<file path="config.mk">
export PLATFORM = sky130hd
export DESIGN_NAME = opr_sequencer
export DESIGN_NICKNAME = d
export VERILOG_FILES = /design/src/hdl/opr_pkg.sv /design/src/hdl/opr_sequencer.sv
export VERILOG_INCLUDE_DIRS = /design/src /design/src/hdl
export SDC_FILE = /design/constraint.sdc
export NUM_CORES = 1
export LEC_CHECK = 0
export ABC_AREA = 1
export BUFFER_PORTS_ARGS = -buffer_cell sky130_fd_sc_hd__buf_2
export CELL_PAD_IN_SITES_DETAIL_PLACEMENT = 2
export CELL_PAD_IN_SITES_GLOBAL_PLACEMENT = 2
export CORE_MARGIN = 4
export CORE_UTILIZATION = 28
export DETAILED_ROUTE_END_ITERATION = 12
export PLACE_DENSITY = 0.87
export SLEW_MARGIN = 30
export SYNTH_ARGS = -nofsm -noshare
export SYNTH_HDL_FRONTEND = slang
export SYNTH_SLANG_ARGS = --single-unit
</file>
<file path="constraint.sdc">
create_clock -name clk_i -period 2.15 [get_ports clk_i]
set_input_delay 0.1075 -clock clk_i [delete_from_list [all_inputs] [get_ports clk_i]]
set_output_delay 0.1075 -clock clk_i [all_outputs]
set_load 0.05 [all_outputs]
</file>
<file path="src/hdl/opr_cfg.svh">
/*
  Offsets, field positions, reset values and timing figures of the
  oscillator configuration and power-on reset sequencer.
  Assumes inclusion by bare name, before the package and the module.
*/
`ifndef OPR_CFG_SVH
`define OPR_CFG_SVH
// byte offsets of the bus registers
`define OPR_ADR_TUNE 8'h00
`define OPR_ADR_CFG 8'h04
`define OPR_ADR_CTRL 8'h08
`define OPR_ADR_STAT 8'h0c
`define OPR_ADR_MASK 8'h10
// tuning register
`define OPR_TUNE_W 4
`define OPR_TUNE_RST 4'h0
// configuration word fields
`define OPR_CF_SWM_HI 15
`define OPR_CF_SWM_LO 14
`define OPR_CF_GRP_HI 10
`define OPR_CF_GRP_LO 8
`define OPR_CF_VAR_HI 4
`define OPR_CF_VAR_LO 0
`define OPR_CFG_MASK 24'h00c71f
// oscillator control register fields
`define OPR_CT_CUR_LO 12
`define OPR_CT_REQ_LO 8
`define OPR_CT_CF 3
`define OPR_CT_SWR 0
// reset cause and event bits
`define OPR_C_POR 0
`define OPR_C_EXTRUN 1
`define OPR_C_EXTSLP 2
`define OPR_C_WDT 3
`define OPR_C_BOR 4
`define OPR_C_SWR 5
`define OPR_C_TRAP 6
`define OPR_C_IOP 7
`define OPR_C_CLKF 8
`define OPR_NCAUSE 9
// timing
`define OPR_CLK_NS 40
`define OPR_BIAS_US 10
`define OPR_FILT_CYC 8
`define OPR_LF_KHZ 32
`define OPR_POWER_UP_TIMER_MS1 4
`define OPR_POWER_UP_TIMER_MS2 16
`define OPR_POWER_UP_TIMER_MS3 64
`endif

</file>
<file path="src/hdl/opr_pkg.sv">
/*
  Types of the oscillator configuration and power-on reset sequencer.
  Assumes nothing beyond a SystemVerilog compiler.
*/
package opr_pkg;
  // oscillator groups
  typedef enum logic [2:0] {
    GRP_LPXTAL = 3'h0,
    GRP_FRC = 3'h1,
    GRP_LOW_POWER_INTERNAL_RC = 3'h2,
    GRP_EXT = 3'h3,
    GRP_PLL = 3'h7
  } opr_group_t;
  // sequencer states, gray along the power-up path
  typedef enum logic [2:0] {
    ST_HOLD = 3'h0,
    ST_BIAS = 3'h1,
    ST_POWER_UP_TIMER = 3'h3,
    ST_ALIGN = 3'h2,
    ST_RUN = 3'h6
  } opr_state_t;
  // decoded clock selection handed to the clock tree
  typedef struct packed {
    logic switch_en;
    logic monitor_en;
    logic [2:0] group;
    logic [4:0] variant;
  } opr_clk_sel_t;
endpackage : opr_pkg

</file>
<file path="src/hdl/opr_sequencer.sv">
/*
  Oscillator tuning/configuration registers and the reset sequencer,
  with a classic Wishbone slave and a level interrupt.
  Assumes all inputs synchronous to clk_i, lf_tick_i a one-cycle strobe
  of the free-running low-frequency clock, and supply/brown-out inputs
  as one-cycle pulses from the analog detectors.
*/
// Our own choices: the register addresses and the Wishbone interface to the registers.
// Functional notes
// - four-bit tuning field, upper bits read zero
// - tuning is signed offset, zero is centre
// - config bits 15:14 gate switching and monitor
// - config bits 10:8 pick start-up group
// - config bits 4:0 pick primary variant
// - config word readable, unused bits zero
// - every reset cause recorded in status bits
// - watchdog wake-up resumes, no reset
// - external pin filtered against short pulses
// - internal resets never drive pin low
// - supply rise restarts timer, holds reset
// - bias delay then selectable power-up delay
// - release reset on first instruction phase
// - monitor traps bad clock, selects fast RC
// - no delay, no monitor: quick exit
// - no monitor, no clock: stay frozen
// - power events load current/requested groups
// - clock fail: group, flag, clear request
`timescale 1ns/1ns
`include "opr_cfg.svh"
module opr_sequencer #(
  parameter int FILT_CYC = `OPR_FILT_CYC,
  parameter int LF_KHZ = `OPR_LF_KHZ
) (
  input wire logic clk_i,
  input wire logic rst_i,
  input wire logic ce_i,
  input wire logic wb_cyc_i,
  input wire logic wb_stb_i,
  input wire logic wb_we_i,
  input wire logic [7:0] wb_adr_i,
  input wire logic [3:0] wb_sel_i,
  input wire logic [31:0] wb_dat_i,
  output logic [31:0] wb_dat_o,
  output logic wb_ack_o,
  input wire logic supply_rise_i,
  input wire logic brown_out_i,
  input wire logic ext_reset_pin_n_i,
  input wire logic wdt_timeout_i,
  input wire logic wdt_wake_i,
  input wire logic reset_instr_i,
  input wire logic trap_lockup_i,
  input wire logic illegal_op_i,
  input wire logic sleep_i,
  input wire logic [23:0] config_word_i,
  input wire logic [1:0] power_up_sel_i,
  input wire logic lf_tick_i,
  input wire logic osc_running_i,
  input wire logic ost_done_i,
  input wire logic pll_lock_i,
  output logic sys_reset_o,
  output logic clock_fail_trap_o,
  output logic ext_reset_pin_o,
  output logic ext_reset_pin_oe_o,
  output opr_pkg::opr_clk_sel_t clk_sel_o,
  output logic signed [3:0] tuning_offset_o,
  output logic irq_o
);
  import opr_pkg::*;

  ////////////////////////////////////////////////////////////////////
  // constants

  localparam int CNT_W = 16; // delay counter width
  localparam int NC = `OPR_NCAUSE; // cause bits
  // bias settle, least time so rounded up
  localparam int BIAS_CYC =
    (`OPR_BIAS_US * 1000 + `OPR_CLK_NS - 1) / `OPR_CLK_NS;
  localparam logic [CNT_W-1:0] BIAS_LAST = CNT_W'(BIAS_CYC - 1);

  ////////////////////////////////////////////////////////////////////
  // functions

  // config word to clock selection
  function automatic opr_clk_sel_t dec_cfg(input logic [23:0] w);
    opr_clk_sel_t s;
    s.switch_en = !w[`OPR_CF_SWM_HI]; // 1x disables both
    s.monitor_en = !w[`OPR_CF_SWM_HI] && !w[`OPR_CF_SWM_LO];
    s.group = w[`OPR_CF_GRP_HI:`OPR_CF_GRP_LO];
    s.variant = w[`OPR_CF_VAR_HI:`OPR_CF_VAR_LO];
    return s;
  endfunction : dec_cfg

  // power-up delay in low-frequency ticks
  function automatic logic [CNT_W-1:0] power_up_timer_ticks(input logic [1:0] s);
    unique case (s)
      2'h0: power_up_timer_ticks = '0;
      2'h1: power_up_timer_ticks = CNT_W'(`OPR_POWER_UP_TIMER_MS1 * LF_KHZ);
      2'h2: power_up_timer_ticks = CNT_W'(`OPR_POWER_UP_TIMER_MS2 * LF_KHZ);
      2'h3: power_up_timer_ticks = CNT_W'(`OPR_POWER_UP_TIMER_MS3 * LF_KHZ);
    endcase
  endfunction : power_up_timer_ticks

  ////////////////////////////////////////////////////////////////////
  // state

  opr_state_t state; // sequencer state
  opr_state_t next_state;
  logic [CNT_W-1:0] cnt; // bias cycles or power-up ticks
  logic [1:0] phase; // instruction clock phase, 0 = first
  logic [7:0] filt_cnt; // low time of the external pin
  logic ext_filt; // filtered external reset
  logic [3:0] tune; // tuning field
  logic [2:0] cur_grp; // current group
  logic [2:0] req_grp; // requested group
  logic clk_fail; // clock fail flag
  logic sw_req; // switch request
  logic [NC-1:0] status; // sticky causes, write one to clear
  logic [NC-1:0] mask; // interrupt mask
  opr_clk_sel_t cfg; // decoded configuration

  assign cfg = dec_cfg(config_word_i);

  ////////////////////////////////////////////////////////////////////
  // bus decode

  wire req = wb_cyc_i && wb_stb_i && !wb_ack_o; // new access
  wire wr = req && wb_we_i;
  wire hit_tune = wb_adr_i == `OPR_ADR_TUNE;
  wire hit_cfg = wb_adr_i == `OPR_ADR_CFG;
  wire hit_ctrl = wb_adr_i == `OPR_ADR_CTRL;
  wire hit_stat = wb_adr_i == `OPR_ADR_STAT;
  wire hit_mask = wb_adr_i == `OPR_ADR_MASK;
  wire wr_lo = wr && wb_sel_i[0]; // byte lane 0
  wire wr_hi = wr && wb_sel_i[1]; // byte lane 1
  // status clear vector, lane-gated
  wire [NC-1:0] stat_clr = {wr_hi, {(NC-1){wr_lo}}}
    & wb_dat_i[NC-1:0] & {NC{hit_stat}};
  wire [NC-1:0] mask_wm = {wr_hi, {(NC-1){wr_lo}}} & {NC{hit_mask}};

  // control word as read
  wire [31:0] ctrl_rd = (32'(cur_grp) << `OPR_CT_CUR_LO)
    | (32'(req_grp) << `OPR_CT_REQ_LO)
    | (32'(clk_fail) << `OPR_CT_CF)
    | (32'(sw_req) << `OPR_CT_SWR);

  // read mux; unmapped offsets read zero
  wire [31:0] rd_data =
    hit_tune ? {28'h0, tune} :
    hit_cfg ? {8'h0, config_word_i & `OPR_CFG_MASK} :
    hit_ctrl ? ctrl_rd :
    hit_stat ? 32'(status) :
    hit_mask ? 32'(mask) : 32'h0;

  ////////////////////////////////////////////////////////////////////
  // reset events

  wire pwr_evt = supply_rise_i || brown_out_i; // cold start
  // warm resets; a watchdog wake-up is not one
  wire warm_evt = ext_filt || wdt_timeout_i || reset_instr_i
    || trap_lockup_i || illegal_op_i;
  wire [CNT_W-1:0] pw_target = power_up_timer_ticks(power_up_sel_i);
  wire bias_done = cnt == BIAS_LAST;
  wire power_up_timer_done = lf_tick_i && cnt == pw_target - 1'b1;
  // monitor lets the trap supply the clock, else wait
  wire clk_ok = osc_running_i || cfg.monitor_en;
  wire release_now = state == ST_ALIGN && phase == 2'h0 && clk_ok;
  // source not ready when the delays expire
  wire ost_grp = cur_grp == GRP_EXT || cur_grp == GRP_LPXTAL;
  wire clk_bad = !osc_running_i || (ost_grp && !ost_done_i)
    || (cur_grp == GRP_PLL && !pll_lock_i);
  wire fail_now = cfg.monitor_en && !pwr_evt && cur_grp != GRP_FRC
    && ((release_now && clk_bad)
    || (state == ST_RUN && !osc_running_i));
  // switch completes when switching is allowed
  wire sw_done = sw_req && cfg.switch_en && !fail_now;

  // cause capture
  logic [NC-1:0] set_vec;
  always_comb begin
    set_vec = '0;
    set_vec[`OPR_C_POR] = supply_rise_i;
    set_vec[`OPR_C_BOR] = pwr_evt;
    set_vec[`OPR_C_EXTRUN] = ext_filt && !sleep_i;
    set_vec[`OPR_C_EXTSLP] = ext_filt && sleep_i;
    set_vec[`OPR_C_WDT] = wdt_timeout_i || (wdt_wake_i && sleep_i);
    set_vec[`OPR_C_SWR] = reset_instr_i;
    set_vec[`OPR_C_TRAP] = trap_lockup_i;
    set_vec[`OPR_C_IOP] = illegal_op_i;
    set_vec[`OPR_C_CLKF] = fail_now;
  end
  // set wins over clear
  wire [NC-1:0] next_status = (status & ~stat_clr) | set_vec;

  ////////////////////////////////////////////////////////////////////
  // next state

  always_comb begin
    next_state = state;
    if (pwr_evt) begin
      next_state = ST_BIAS; // restart the timer
    end else if (warm_evt) begin
      next_state = ST_HOLD; // held while the source stands
    end else begin
      unique case (state)
        ST_HOLD: next_state = ST_ALIGN;
        ST_BIAS: begin
          // zero delay skips straight on
          if (bias_done) begin
            next_state = pw_target == '0 ? ST_ALIGN : ST_POWER_UP_TIMER;
          end
        end
        ST_POWER_UP_TIMER: begin
          if (power_up_timer_done) begin
            next_state = ST_ALIGN;
          end
        end
        ST_ALIGN: begin
          if (release_now) begin
            next_state = ST_RUN;
          end
        end
        ST_RUN: next_state = ST_RUN;
        default: next_state = ST_HOLD; // illegal code
      endcase
    end
  end

  ////////////////////////////////////////////////////////////////////
  // sequencer registers

  // state and delay counter
  always_ff @(posedge clk_i) begin
    if (rst_i) begin
      state <= ST_BIAS;
      cnt <= '0;
      sys_reset_o <= 1'b1;
    end else if (ce_i) begin
      state <= next_state;
      sys_reset_o <= next_state != ST_RUN;
      if (next_state != state || pwr_evt) begin
        cnt <= '0;
      end else if (state == ST_BIAS) begin
        cnt <= cnt + 1'b1;
      end else if (state == ST_POWER_UP_TIMER && lf_tick_i) begin
        cnt <= cnt + 1'b1; // independent of system clock
      end
    end
  end

  // instruction clock phase, free running
  always_ff @(posedge clk_i) begin
    if (rst_i) begin
      phase <= 2'h0;
    end else if (ce_i) begin
      phase <= phase + 2'h1;
    end
  end

  // pin filter: low must last FILT_CYC cycles
  always_ff @(posedge clk_i) begin
    if (rst_i) begin
      filt_cnt <= 8'h0;
      ext_filt <= 1'b0;
    end else if (ce_i) begin
      if (ext_reset_pin_n_i) begin
        filt_cnt <= 8'h0;
        ext_filt <= 1'b0;
      end else if (filt_cnt == 8'(FILT_CYC - 1)) begin
        ext_filt <= 1'b1;
      end else begin
        filt_cnt <= filt_cnt + 8'h1;
      end
    end
  end

  ////////////////////////////////////////////////////////////////////
  // oscillator control

  // groups, fail flag and switch request
  always_ff @(posedge clk_i) begin
    if (rst_i) begin
      cur_grp <= GRP_FRC;
      req_grp <= GRP_FRC;
      clk_fail <= 1'b0;
      sw_req <= 1'b0;
    end else if (ce_i) begin
      if (pwr_evt) begin
        cur_grp <= cfg.group;
        req_grp <= cfg.group;
        clk_fail <= 1'b0;
        sw_req <= 1'b0;
      end else if (fail_now) begin
        // group, flag, request all land on one edge
        cur_grp <= GRP_FRC;
        clk_fail <= 1'b1;
        sw_req <= 1'b0;
      end else begin
        if (wr_hi && hit_ctrl) begin
          req_grp <= wb_dat_i[`OPR_CT_REQ_LO +: 3];
        end
        if (wr_lo && hit_ctrl) begin
          sw_req <= wb_dat_i[`OPR_CT_SWR];
          clk_fail <= clk_fail && wb_dat_i[`OPR_CT_CF];
        end else if (sw_done || sw_req) begin
          sw_req <= 1'b0; // done, or refused when disabled
        end
        if (sw_done) begin
          cur_grp <= req_grp;
        end
      end
    end
  end

  // tuning register
  always_ff @(posedge clk_i) begin
    if (rst_i) begin
      tune <= `OPR_TUNE_RST;
    end else if (ce_i && wr_lo && hit_tune) begin
      tune <= wb_dat_i[`OPR_TUNE_W-1:0];
    end
  end

  // outputs to the clock tree
  always_ff @(posedge clk_i) begin
    if (rst_i) begin
      tuning_offset_o <= 4'sh0;
      clk_sel_o <= '0;
      clock_fail_trap_o <= 1'b0;
      ext_reset_pin_o <= 1'b0;
      ext_reset_pin_oe_o <= 1'b0;
    end else if (ce_i) begin
      tuning_offset_o <= signed'(tune);
      clk_sel_o <= '{switch_en: cfg.switch_en,
        monitor_en: cfg.monitor_en,
        group: fail_now ? GRP_FRC : (pwr_evt ? cfg.group : cur_grp),
        variant: cfg.variant};
      clock_fail_trap_o <= fail_now;
      ext_reset_pin_o <= 1'b0; // pin is input only
      ext_reset_pin_oe_o <= 1'b0;
    end
  end

  ////////////////////////////////////////////////////////////////////
  // status, mask, interrupt and bus answer

  // sticky causes and mask
  always_ff @(posedge clk_i) begin
    if (rst_i) begin
      status <= '0;
      mask <= '0;
      irq_o <= 1'b0;
    end else if (ce_i) begin
      status <= next_status;
      mask <= (mask & ~mask_wm) | (wb_dat_i[NC-1:0] & mask_wm);
      irq_o <= |(next_status & mask);
    end
  end

  // one wait state, ack drops the cycle after
  always_ff @(posedge clk_i) begin
    if (rst_i) begin
      wb_ack_o <= 1'b0;
      wb_dat_o <= 32'h0;
    end else if (ce_i) begin
      wb_ack_o <= req;
      wb_dat_o <= req ? rd_data : 32'h0;
    end
  end
endmodule : opr_sequencer

</file>
Yosys cells after proc, flatten, opt, wreduce, memory -nomap -nowiden
Cells that the tools add are included.

Add/subtract/negate cells: 4. Equal/unequal tests: 21. Multiplexer cells: 36. Bitwise operators: 14. Reduce and logical (&&, ||, !) cells: 69.

Operators by type and width (number): two-way mux 16 bit (6); case mux 16 bit (4 select lines) (1); bitwise AND 9 bit (7); two-way mux 3 bit (13); logical AND 1 bit (27); two-way mux 9 bit (2); inverter 9 bit (2); OR 9 bit (2); adder 16 x 1 -> 16 bit (second input constant) (1); equality test 16 bit (1); equality test 16 x 8 -> 1 bit (second input constant) (1); equality test 8 x 3 -> 1 bit (second input constant) (2); equality test 8 x 4 -> 1 bit (second input constant) (2); logical NOT 16 bit (1); two-way mux 8 bit (2); subtractor 16 x 1 -> 16 bit (second input constant) (1); two-way mux 15 bit (1); OR 15 x 1 -> 15 bit (1); OR 15 x 11 -> 15 bit (1); OR 15 x 4 -> 15 bit (1); case mux 3 bit (5 select lines) (1); logical OR 1 bit (13); AND reduction 2 bit (6); two-way mux 1 bit (10); 21 further kinds (39).

Bits in registers: 110. Bits of input ports: 89. Logic and storage cells: 166.

Logic depth before layout (Yosys ltp)
Gate-level depths: netlist of the first run.

Word-level depth: 15. Mapped depth: 15.

Least setup slack after synthesis of the first run
Ideal clock, no wire load.

Path kind: reg-to-reg. Start point: register wb_ack_o. End point: register irq_o. Library setup time: 0.109 ns. Data arrival time: 1.809 ns. Required time: 2.041 ns. Slack: 0.232 ns. Cell stages (with the launch flop): 12. Buffers on the path: 0. Period minus slack after synthesis: 1.918 ns. Cell sequence: dfxtp_1 nand3b_4 nor3_1 nand2_1 o21ai_0 nand2_1 o21ai_0 nand2_1 inv_1 nand3_1 nand2_1 inv_1.

Longest elaborated chain between the ends: 11.

Ends and longest elaborated chain: from (decl) (RTL line opr_sequencer.sv:44) `output logic wb_ack_o,`; from (signal assigned) (RTL line opr_sequencer.sv:365) `wb_ack_o <= req;`; logical NOT 1 bit * (RTL line opr_sequencer.sv:126) `wire req = wb_cyc_i && wb_stb_i && !wb_ack_o;`; logical AND 1 bit * (RTL line opr_sequencer.sv:126); logical AND 1 bit * (RTL line opr_sequencer.sv:127) `wire wr = req && wb_we_i;`; logical AND 1 bit (on tied branches) (RTL line opr_sequencer.sv:133, opr_sequencer.sv:134); bitwise AND 9 bit * (2 in a row) (RTL line opr_sequencer.sv:137) `& wb_dat_i[NC-1:0] & {NC{hit_stat}};`; inverter 9 bit * (RTL line opr_sequencer.sv:192) `wire [NC-1:0] next_status = (status & ~stat_clr) | set_vec;`; bitwise AND 9 bit * (RTL line opr_sequencer.sv:192); OR 9 bit * (RTL line opr_sequencer.sv:192); bitwise AND 9 bit * (RTL line opr_sequencer.sv:355) `irq_o <= |(next_status & mask);`; OR reduction 9 bit * (RTL line opr_sequencer.sv:355); to (signal assigned) (RTL line opr_sequencer.sv:355); to (decl) (RTL line opr_sequencer.sv:66) `output logic irq_o`.

Mark *: on every way between the ends. The rest lies on a longest branch, timed or not. A chain may end at the register's enable or synchronous reset.

Worst setup path in the final report of the first run
Same ends and word-level chain as after synthesis.

==> out/results.md, run 1 <==
| Quantity | Reported | Unit |
|---|---|---|
| Result of the run | completed | - |
| Placement Setup Slack | 146 | ps |
| Classification of the worst setup path | reg -> reg | - |
| Post-detailed-route wirelength per cell | 18.2 | µm |
| Initial antenna violation count | 0 | - |
| Die boundary height | 144 | µm |
| Maximum clock skew at final layout | 3.05 | ps |
| Yosys warns | 0 | - |
| Multiplexer share of the synthesized area | 0 | % |
| Overall overflow remaining after global route | 0 | - |
| Syn Std Cell Area | 5150 | µm² |
| Fin. Hold Viols | 0 | - |
| Standard-cell rows | 49 | - |
| IR Drop Worst-Case VDD | 427 | µV |
| IO Count | 141 | - |
| Setup repair after global routing missed its margin | true | - |
| Iteration-0 DRC count of the detailed router | 202 | - |
| Main combinational cell family by area after synthesis | simple AND/OR/NAND/NOR gates | - |
| CTS tree | yes | - |
| Post-DR vias/cell | 5.01 | - |
| Top-count cell post-synth | nand2_1 | - |
| Buffers inserted during post-CTS setup optimization | 0 | - |
| Leading area contributor after synthesis | dfxtp_1 | - |
| Synthesized-area fraction occupied by ao, oa, aoi and oai cells | 16.0 | % |
| Worst Path Arrival | 2270 | ps |
| Fillers | 2201 | - |
| Top cell type's share of synthesized area | 36.1 | % |
| Final core utilization | 34.4 | % |
| Tightest slew margin relative to the limit | 54.8 | % |
| HPWL reported at the end of detailed placement | 14800 | µm |
| Slew at the pin closest to its max-slew limit | 678 | ps |
| # DRC | 0 | - |
| Total leakage power | 2.70 | nW |
| P per Cell Area | 638 | nW/µm² |
| Clk Tree Root Cell | clkbuf_16 | - |
| Ratio of cells with drive above 1 in the final layout | 17.6 | % |
| Effective utilization at floorplan | 28.6 | % |
| Highest achievable clock rate | 497 | MHz |
| Die Footprint | 20600 | µm² |
| Critical path depth in cells | 12 | - |
| Minimum hold slack | 18.0 | ps |
| Timing endpoint of the critical path | irq_o | - |
| Cells after Synth | 768 | - |
| Aggregate routed wire length | 20000 | µm |
| Post-Synth Adder-Cell Area | 1.70 | % |
| Max-slew violations | 0 | - |
| Crit. End Element | flop | - |
| Clock buffer count from CTS | 9 | - |
| Reg2Reg Depth | 12 | - |
| Slowest cell on the critical path | dfxtp_1 | - |
| Area of the placeable core | 18000 | µm² |
| Final net count | 962 | - |
| Beginning of the critical path | wb_ack_o | - |
| First-pass GRT wire length | 32000 | µm |
| Antenna Diode Count | 0 | - |
| Family with the most delay on the worst path | simple AND/OR/NAND/NOR gates | - |
| Number of synthesized register bits | 93 | - |
| Number of setup violations in the final report | 0 | - |
| Fraction of synthesized cell area in xor and xnor cells | 3.06 | % |
| Reg clk slew, reported paths | 70 | ps |
| Post-synth top flop | dfxtp_1 | - |
| Worst skew pair latency | 350 | ps |
| Area added between synthesis and finish | 20.3 | % |
| Number of maximum-capacitance constraint violations | 0 | - |
| Most used cell along the critical path | nand2_1 | - |
| Post-layout total power | 0.00395 | W |
| Mean instance size in the synthesized netlist | 6.71 | µm² |
| Fin crit share | 93.5 | % |
| Post-route antenna net violation count | 0 | - |
| Reg2reg end | irq_o | - |
| Fraction of registers with async set/reset | 0 | % |
| Clock sink count | 93 | - |
| Total via count after detailed routing | 5509 | - |
| Number of library cell types mapped by synthesis | 44 | - |
| Crit path time final | 2010 | ps |
| Pin count of the biggest net entering global routing | 55 | - |
| HP Class | in -> reg | - |
| Routability cong. | 0.821 | - |
| CP peak stage delay | 350 | ps |
| Start of the worst register-to-register path | wb_ack_o | - |
| Fin worst setup slack | 139 | ps |
| Most area-consuming cells after synthesis | dfxtp_1 (36%), nand2_1 (11%), nor2_1 (7.4%), inv_1 (7.0%), a21oi_1 (6.1%) | - |
| Number of global-route vias before repair | 5939 | - |
| Max Root-Sink Buffers | 2 | - |
| IO Port Bufs | 84 | - |
| Tot GR Track Use | 19.8 | % |
| Post-synthesis share of cell area spent on and, or, nand and nor gates | 30.5 | % |
| Maximum level of the CTS H-tree | 3 | - |
| Pre-Repair DR Iteration Count | 4 | - |
| Sequential element share of the synthesized area | 36.1 | % |
| Element type at the critical path start | flop | - |
| Top cells by instance count after synthesis | nand2_1 (146), nor2_1 (102), inv_1 (96), dfxtp_1 (93), a21oi_1 (63) | - |
| Reg-to-reg setup timing slack | 140 | ps |
| Worst endpoint required time | 2410 | ps |
| Critical path, cell by cell | nand3b_4, nor3_1, buf_4, nand2_1, o21ai_0, nand2_1, nand2_1, nand2_1, nor2_1, nand3_1, nand2_1, inv_1 | - |
| CP Max Fanout | 5 | - |
| Number of enable-type register cells in the synthesized netlist | 0 | - |
| Bufs and invs on worst path | 2 | - |
| Die Wd | 144 | µm |
[routing by layer]
layer	wire [µm]	up-vias	track usage [%]
met2	10200	101	35.6
li1	-	2645	-
met4	320	0	5.15
met3	800	17	3.59
met1	8700	2746	24.2
met5	0	-	0
[registers in the layout, summed over array words and instances, names as in the netlist, 2 cells and up, named ones only]
register         cells
wb_dat_o            15
cnt                 16
tune                 4
cur_grp              3
tuning_offset_o      4
filt_cnt             8
state                3
status               9
clk_sel_o           10
req_grp              3
phase                2
[where the power goes]
group	internal, W	switching [W]
Combinational	0.000146	0.000427
Sequential	0.00177	0.0000341
Clock	0.000848	0.000723
Total	0.00277	0.00118
[kinds of logic after synthesis]
kind of cell,count (synthesis)
XOR/XNOR,18
AND/OR/NAND/NOR,352
other,1
buffers and inverters,145
flip-flops,93
AO/OA/AOI/OAI,152
adder cells (fa/ha/maj),7
[final cells by class]
class                           count  area [µm²]  share of cell area (%)
Clock buffer                       13         260                    4.20
Inverter                           99         372                    6.00
Sequential cell                    93        1860                    30.1
Timing Repair Buffer              115         668                    10.8
Multi-Input combinational cell    548        2730                    44.0
Tap cell                          229         287                    4.63
Clock inverter                      3        20.0                   0.323
[tightest hold or removal path, delay by kind of cell]
| kind | cells | cell delay, ps |
|---|---|---|
| AND/OR/NAND/NOR | 2 | 130 |
| buffers and inverters | 1 | 100 |
[metrics by stage]
step | setup TNS (ps) | std cells | instance area [µm²]
4_1_cts | 0 | 1100 | 6180
3_5_place_dp | 0 | 1083 | 5890
5_1_grt | -46.6 | 1100 | 6190
6_report | 0 | 1100 | 6190
2_1_floorplan | 0 | 786 | 5220
3_3_place_gp | 0 | 1083 | 5890
[how the worst min path moves through the flow]
stage                          start  slack, ps  cells after the start      endpoint
detailed placement       wb_dat_i[5]        380                      3          flop
floorplan                wb_dat_i[0]        240                      2       tune[0]
finish              config_word_i[3]         20                      3  clk_sel_o[3]
global placement    config_word_i[0]        380                      3  clk_sel_o[0]
global route             wb_dat_i[7]         10                      3          flop
CTS                      wb_dat_i[7]          6                      3          flop
[placed cells by master (no fill, tap or decap), types with 4 or more instances in the layout]
| cell type | instances |
|---|---|
| nand3_1 | 59 |
| conb_1 | 19 |
| nand4_1 | 4 |
| nor3_1 | 8 |
| a211oi_1 | 8 |
| nand2_2 | 5 |
| nor2_2 | 4 |
| ha_1 | 7 |
| nand2_1 | 146 |
| buf_4 | 29 |
| dfxtp_1 | 93 |
| a21oi_1 | 63 |
| o21ai_0 | 59 |
| o211ai_1 | 8 |
| xnor2_1 | 7 |
| xor2_1 | 11 |
| clkbuf_16 | 9 |
| buf_2 | 84 |
| nor4_1 | 6 |
| inv_1 | 95 |
| nor2_1 | 100 |
[timing repair]
item / in CTS / in global routing
gates resized for setup: 0 / 7
endpoints found under the setup margin: 0 / 20
hold endpoints to repair: 1 / 0
hold buffers: 1 / 0
(Power assumes the default switching activity.)
==> inputs of run 2 (changes only) <==
- BUFFER_PORTS_ARGS: -buffer_cell sky130_fd_sc_hd__buf_2 -> default
- CORE_UTILIZATION: 28 -> 34
- DONT_BUFFER_PORTS: default -> 1
==> run 2 against run 1 <==
Against the previous run:
- sequential cell count unchanged
- clock skew up 10 ps
- via count down 0.82%
- cell area down 2.1%
- maximum frequency down 3.6%
- wire length up 12%
==> out/results.md, run 2 (synthesis results as in run 1) <==
| Quantity | Reported | Unit |
|---|---|---|
| Result of the run | completed | - |
| Element type at the critical path start | flop | - |
| First-pass GRT wire length | 35300 | µm |
| Routability cong. | 0.859 | - |
| Post-DR vias/cell | 5.52 | - |
| Fillers | 1762 | - |
| Max-slew violations | 0 | - |
| Number of standard cells in the final layout excluding fillers | 989 | - |
| Multi-input logic area | 2830 | µm² |
| FF+latch area | 1870 | µm² |
| Worst endpoint required time | 2430 | ps |
| Ratio of cells with drive above 1 in the final layout | 11.4 | % |
| Post-detailed-route wirelength per cell | 22.7 | µm |
| Crit path time final | 2090 | ps |
| Highest achievable clock rate | 479 | MHz |
| Iteration-0 DRC count of the detailed router | 379 | - |
| Post-layout total power | 0.00403 | W |
| Cell area after layout | 6060 | µm² |
| Overall overflow remaining after global route | 0 | - |
| Most frequent cells in the layout | nand2_1 (141), nor2_1 (94), inv_1 (93), dfxtp_1 (87), o21ai_0 (62) | - |
| Classification of the worst setup path | reg -> reg | - |
| Initial antenna violation count | 0 | - |
| Maximum level of the CTS H-tree | 3 | - |
| Largest registers | cnt (16), wb_dat_o (15), clk_sel_o (10) | - |
| Fraction of power consumed by the clock network | 41.3 | % |
| Setup repair after global routing missed its margin | true | - |
| Pin count of the biggest net entering global routing | 55 | - |
| Antenna Diode Count | 0 | - |
| Bufs and invs on worst path | 2 | - |
| Pre-Repair DR Iteration Count | 5 | - |
| Clock buffer count from CTS | 9 | - |
| Post-route antenna net violation count | 0 | - |
| Number of global-route vias before repair | 6140 | - |
| Maximum clock skew at final layout | 13.5 | ps |
| # DRC | 0 | - |
| HPWL reported at the end of detailed placement | 14200 | µm |
| Tightest slew margin relative to the limit | 55.9 | % |
| Cell total after placement | 945 | - |
| Minimum hold slack | 1.21 | ps |
| Most used cell along the critical path | nand2_2 | - |
| Leading cell type in the layout, fill and taps excluded | nand2_1 | - |
| Crit. End Element | flop | - |
| Final core utilization | 41.2 | % |
| Clock sink count | 93 | - |
| Largest register by flop count | cnt | - |
| HP Class | in -> reg | - |
| Number of flip-flops under the largest register name | 16 | - |
| Die boundary height | 131 | µm |
| Fin crit share | 97.0 | % |
| Reg-to-reg setup timing slack | 60 | ps |
| Placement-stage cell area | 5350 | µm² |
| CTS tree | yes | - |
| Cell internal pwr | 0.00281 | W |
| Die Footprint | 17200 | µm² |
| Portion of total power attributed to combinational logic | 12.1 | % |
| Fin. Hold Viols | 0 | - |
| Effective utilization at floorplan | 35.0 | % |
| Slowest cell on the critical path | dfxtp_4 | - |
| Number of setup violations in the final report | 0 | - |
| Total via count after detailed routing | 5464 | - |
| Max Root-Sink Buffers | 2 | - |
| IR Drop Worst-Case VDD | 409 | µV |
| Die Wd | 131 | µm |
| Worst Path Arrival | 2360 | ps |
| Number of maximum-capacitance constraint violations | 0 | - |
| P per Cell Area | 665 | nW/µm² |
| Net Switching | 0.00122 | W |
| Part of the total power dissipated in sequential elements | 46.5 | % |
| Reg clk slew, reported paths | 80 | ps |
| Family with the most delay on the worst path | simple AND/OR/NAND/NOR gates | - |
| Switching share of power | 30.3 | % |
| IO Count | 141 | - |
| Final net count | 897 | - |
| Critical path, cell by cell | inv_1, nor3_2, nand2_1, nor2_1, nand3b_1, nand2_2, nand2_2, nand3_4, buf_4, nand3_1, a21oi_1 | - |
| Worst skew pair latency | 360 | ps |
| Clk Tree Root Cell | clkbuf_16 | - |
| Aggregate routed wire length | 22500 | µm |
| Slew at the pin closest to its max-slew limit | 659 | ps |
| Tot GR Track Use | 26.9 | % |
| Area of the placeable core | 14700 | µm² |
| Area added between synthesis and finish | 17.7 | % |
| Total leakage power | 2.44 | nW |
| Standard-cell rows | 44 | - |
| IO Port Bufs | 0 | - |
| CP peak stage delay | 400 | ps |
| CP Max Fanout | 8 | - |
-- run 2: cell count changes in the layout (fill, tap and decap cells not counted), moves of 5 or more --
cell           delta
nor2_1            -6
nand2_2           +5
dlygate4sd3_1    +22
nor2_2            +5
nand2_1           -5
dfxtp_1           -6
buf_2            -84
dfxtp_2           +5
buf_4             -6
-- run 2: per-layer routing --
| metal | vias up | part of all wire (%) | routed length, µm | GRT usage (%) |
|---|---|---|---|---|
| met5 | - | 0 | 0 | 0 |
| met4 | 0 | 3.4 | 755 | 10.7 |
| met3 | 62 | 5.1 | 1150 | 6.36 |
| met2 | 169 | 51 | 11400 | 47.5 |
| met1 | 2709 | 41 | 9210 | 31.3 |
| li1 | 2524 | - | - | - |
-- run 2: cell type report --
class                           count  area share, %
Multi-Input combinational cell    549           46.6
Sequential cell                    93           30.9
Timing Repair Buffer               49           7.76
Inverter                           99           6.19
Tap cell                          184           3.80
Clock buffer                       10           3.78
Clock inverter                      5          0.991
-- run 2: what timing repair did --
| action | in CTS | in global routing |
|---|---|---|
| hold endpoints to repair | 78 | 3 |
| endpoints found under the setup margin | 1 | 38 |
| cloned | 0 | 1 |
| setup buffers | 0 | 3 |
| gates resized for setup | 1 | 35 |
| pin swaps | 0 | 5 |
| hold buffers | 24 | 1 |
-- run 2: path summary, 6_finish.rpt --
| kind | start | endpoint | cells past startpoint |
|---|---|---|---|
| max | state[1] | cnt[12] | 11 |
| min reg2reg | cur_grp[0] | wb_dat_o[12] | 2 |
| min | config_word_i[10] | wb_dat_o[10] | 2 |
| max reg2reg | state[1] | cnt[12] | 11 |
-- run 2: stage by stage --
| stage | setup slack (ps) | setup TNS, ps |
|---|---|---|
| global placement | 187 | 0 |
| finish | 63.9 | 0 |
| global route | -53.4 | -263 |
| detailed placement | -3.79 | -3.79 |
| CTS | 6.07 | 0 |
| floorplan | 232 | 0 |
-- run 2: power groups by stage --
stage	registers, W	logic, W	clock network [W]
2_1_floorplan	0.00190	0.000332	0
3_3_place_gp	0.00191	0.000346	0
3_5_place_dp	0.00191	0.000370	0
4_1_cts	0.00187	0.000455	0.00167
5_1_grt	0.00188	0.000535	0.00177
6_report	0.00188	0.000490	0.00167
==> inputs of run 3 (changes only) <==
- CORE_UTILIZATION: 34 -> 30
- PLACE_DENSITY: 0.87 -> 0.79
==> run 3 against run 2 <==
Against the previous run:
- wire length fell by 11%
- die area grew 12%
- final cell count grew 3.1%
- power up 1.4%
- via count fell by 3.9%
- sequential power barely moved
- clock power grew 5%
- core utilization is 5.2 points lower
- combinational power decreased by 4.9%
- global-route usage is 6.1 points lower
- sequential cell count unchanged
- clock skew down 7.0 ps
- highest routed layer unchanged
==> out/results.md, run 3 (synthesis results as in run 1) <==
| Quantity | Reported | Unit |
|---|---|---|
| Slew at the pin closest to its max-slew limit | 642 | ps |
| Critical path, cell by cell | buf_4, ha_1, nand3_1, nor2_1, nand2_1, nand2_1, nand3_1, nand2_1, nor2_4, nand2_2, buf_12, nor2_1, nand3_1, a21oi_1 | - |
| Aggregate routed wire length | 20100 | µm |
| Number of maximum-capacitance constraint violations | 0 | - |
| Clk Tree Root Cell | clkbuf_16 | - |
| Element type at the critical path start | flop | - |
| Highest achievable clock rate | 503 | MHz |
| Overall overflow remaining after global route | 0 | - |
| Setup tns final | 0 | ps |
| Crit. End Element | flop | - |
| Maximum clock skew at final layout | 6.47 | ps |
| CTS tree | yes | - |
| Area added between synthesis and finish | 16.9 | % |
| Largest registers | cnt (16), wb_dat_o (15), clk_sel_o (10) | - |
| Ratio of cells with drive above 1 in the final layout | 8.63 | % |
| Multi-input logic area | 2740 | µm² |
| IO Port Bufs | 0 | - |
| Fillers | 2020 | - |
| Standard-cell rows | 47 | - |
| CP Max Fanout | 6 | - |
| First-pass GRT wire length | 32200 | µm |
| Final net count | 891 | - |
| Setup repair after global routing missed its margin | false | - |
| Tot GR Track Use | 20.8 | % |
| Fin. Hold Viols | 0 | - |
| Clock buffer count from CTS | 9 | - |
| Max-slew violations | 0 | - |
| IR Drop Worst-Case VDD | 381 | µV |
| Iteration-0 DRC count of the detailed router | 234 | - |
| Maximum level of the CTS H-tree | 3 | - |
| Post-detailed-route wirelength per cell | 19.7 | µm |
| IO Count | 141 | - |
| Worst skew pair latency | 360 | ps |
| Number of standard cells in the final layout excluding fillers | 1020 | - |
| Reg clk slew, reported paths | 70 | ps |
| Largest register by flop count | cnt | - |
| Worst endpoint required time | 2440 | ps |
| Post-layout total power | 0.00409 | W |
| Routability cong. | 0.812 | - |
| Bufs and invs on worst path | 2 | - |
| Fin crit share | 92.5 | % |
| Family with the most delay on the worst path | simple AND/OR/NAND/NOR gates | - |
| Die Footprint | 19300 | µm² |
| Clock sink count | 93 | - |
| HP Class | in -> reg | - |
| Area of the placeable core | 16700 | µm² |
| Pre-Repair DR Iteration Count | 4 | - |
| Cell total after placement | 980 | - |
| Number of global-route vias before repair | 5866 | - |
| Result of the run | completed | - |
| Worst Path Arrival | 2280 | ps |
| Buffers inserted during post-CTS setup optimization | 0 | - |
| Die boundary height | 139 | µm |
| CP peak stage delay | 320 | ps |
| Initial antenna violation count | 0 | - |
| Leading cell type in the layout, fill and taps excluded | nand2_1 | - |
| HPWL reported at the end of detailed placement | 14300 | µm |
| Pin count of the biggest net entering global routing | 55 | - |
| Tightest slew margin relative to the limit | 57.2 | % |
| # DRC | 0 | - |
| Total leakage power | 2.42 | nW |
| Effective utilization at floorplan | 30.8 | % |
| Post-route antenna net violation count | 0 | - |
| Number of setup violations in the final report | 0 | - |
| Die Wd | 139 | µm |
| Antenna Diode Count | 0 | - |
| P per Cell Area | 679 | nW/µm² |
| Slowest cell on the critical path | dfxtp_1 | - |
| Post-DR vias/cell | 5.15 | - |
| Total via count after detailed routing | 5252 | - |
| FF+latch area | 1860 | µm² |
| Classification of the worst setup path | reg -> reg | - |
| Most frequent cells in the layout | nand2_1 (145), nor2_1 (98), inv_1 (94), dfxtp_1 (92), a21oi_1 (63) | - |
| Max Root-Sink Buffers | 2 | - |
| Number of flip-flops under the largest register name | 16 | - |
| Crit path time final | 1990 | ps |
-- run 3: cell types whose count changed in the layout (fill, tap and decap cells not counted), sizes merged --
cell | previous run | this run
dlygate4sd3 | 23 | 22
clkbuf | 10 | 9
bufinv | 1 | 2
inv | 99 | 98
nand2 | 153 | 152
buf | 26 | 22
clkinv | 2 | 4
-- run 3: final timing paths --
| path | to | from | cells after the start | slack, ps |
|---|---|---|---|---|
| setup / recovery | cnt[3] | cnt[0] | 14 | 160 |
| hold / removal | clk_sel_o[8] | config_word_i[15] | 3 | 20 |
| setup reg to reg | cnt[3] | cnt[0] | 14 | 160 |
| hold reg to reg | cnt[13] | cnt[13] | 2 | 510 |
-- run 3: final cells by class --
class	instances	share of cell area, %
sequential	93	30.9
inverter	99	6.17
tap	220	4.57
clock inverter	7	1.50
multi-input combinational	548	45.5
clock buffer	9	3.74
timing repair buffer	44	7.56
-- run 3: stage by stage --
stage / worst slack, ps / hold slack [ps] / instance area [µm²] / util (%)
5_1_grt: 1.72 / 20.8 / 6020 / 36.1
3_3_place_gp: 270 / 192 / 5410 / 32.4
2_1_floorplan: 232 / 242 / 5220 / -
3_5_place_dp: 89.1 / 198 / 5410 / 32.4
4_1_cts: 61.6 / 8.01 / 5990 / 35.9
6_report: 162 / 21.8 / 6020 / 36.1
-- run 3: power breakdown --
part	switching [W]	internal (W)	total [W]	leakage, nW
logic	0.000333	0.000133	0.000466	1.51
registers	0.0000976	0.00177	0.00187	0.758
clock network	0.000739	0.00101	0.00175	0.151
-- run 3: worst reg2reg max path, delay by kind of cell (launching register included) --
| kind | cells | cell delay (ps) |
|---|---|---|
| simple gates | 10 | 970 |
| buf+inv | 2 | 310 |
| compound gates | 1 | 130 |
| flops | 1 | 320 |
| fa+ha+maj | 1 | 190 |
-- run 3: repair_timing --
item / CTS / global route
endpoints found under the hold margin: 82 / 0
resized for setup: 0 / 10
hold buffers: 24 / 0
setup endpoints to repair: 0 / 22
-- run 3: layer usage --
| metal | up-vias | wire (µm) | GRT usage (%) |
|---|---|---|---|
| li1 | 2500 | - | - |
| met1 | 2628 | 8580 | 24.9 |
| met2 | 110 | 10400 | 38.1 |
| met3 | 14 | 929 | 4.97 |
| met4 | 0 | 218 | 3.86 |
| met5 | - | 0 | 0 |
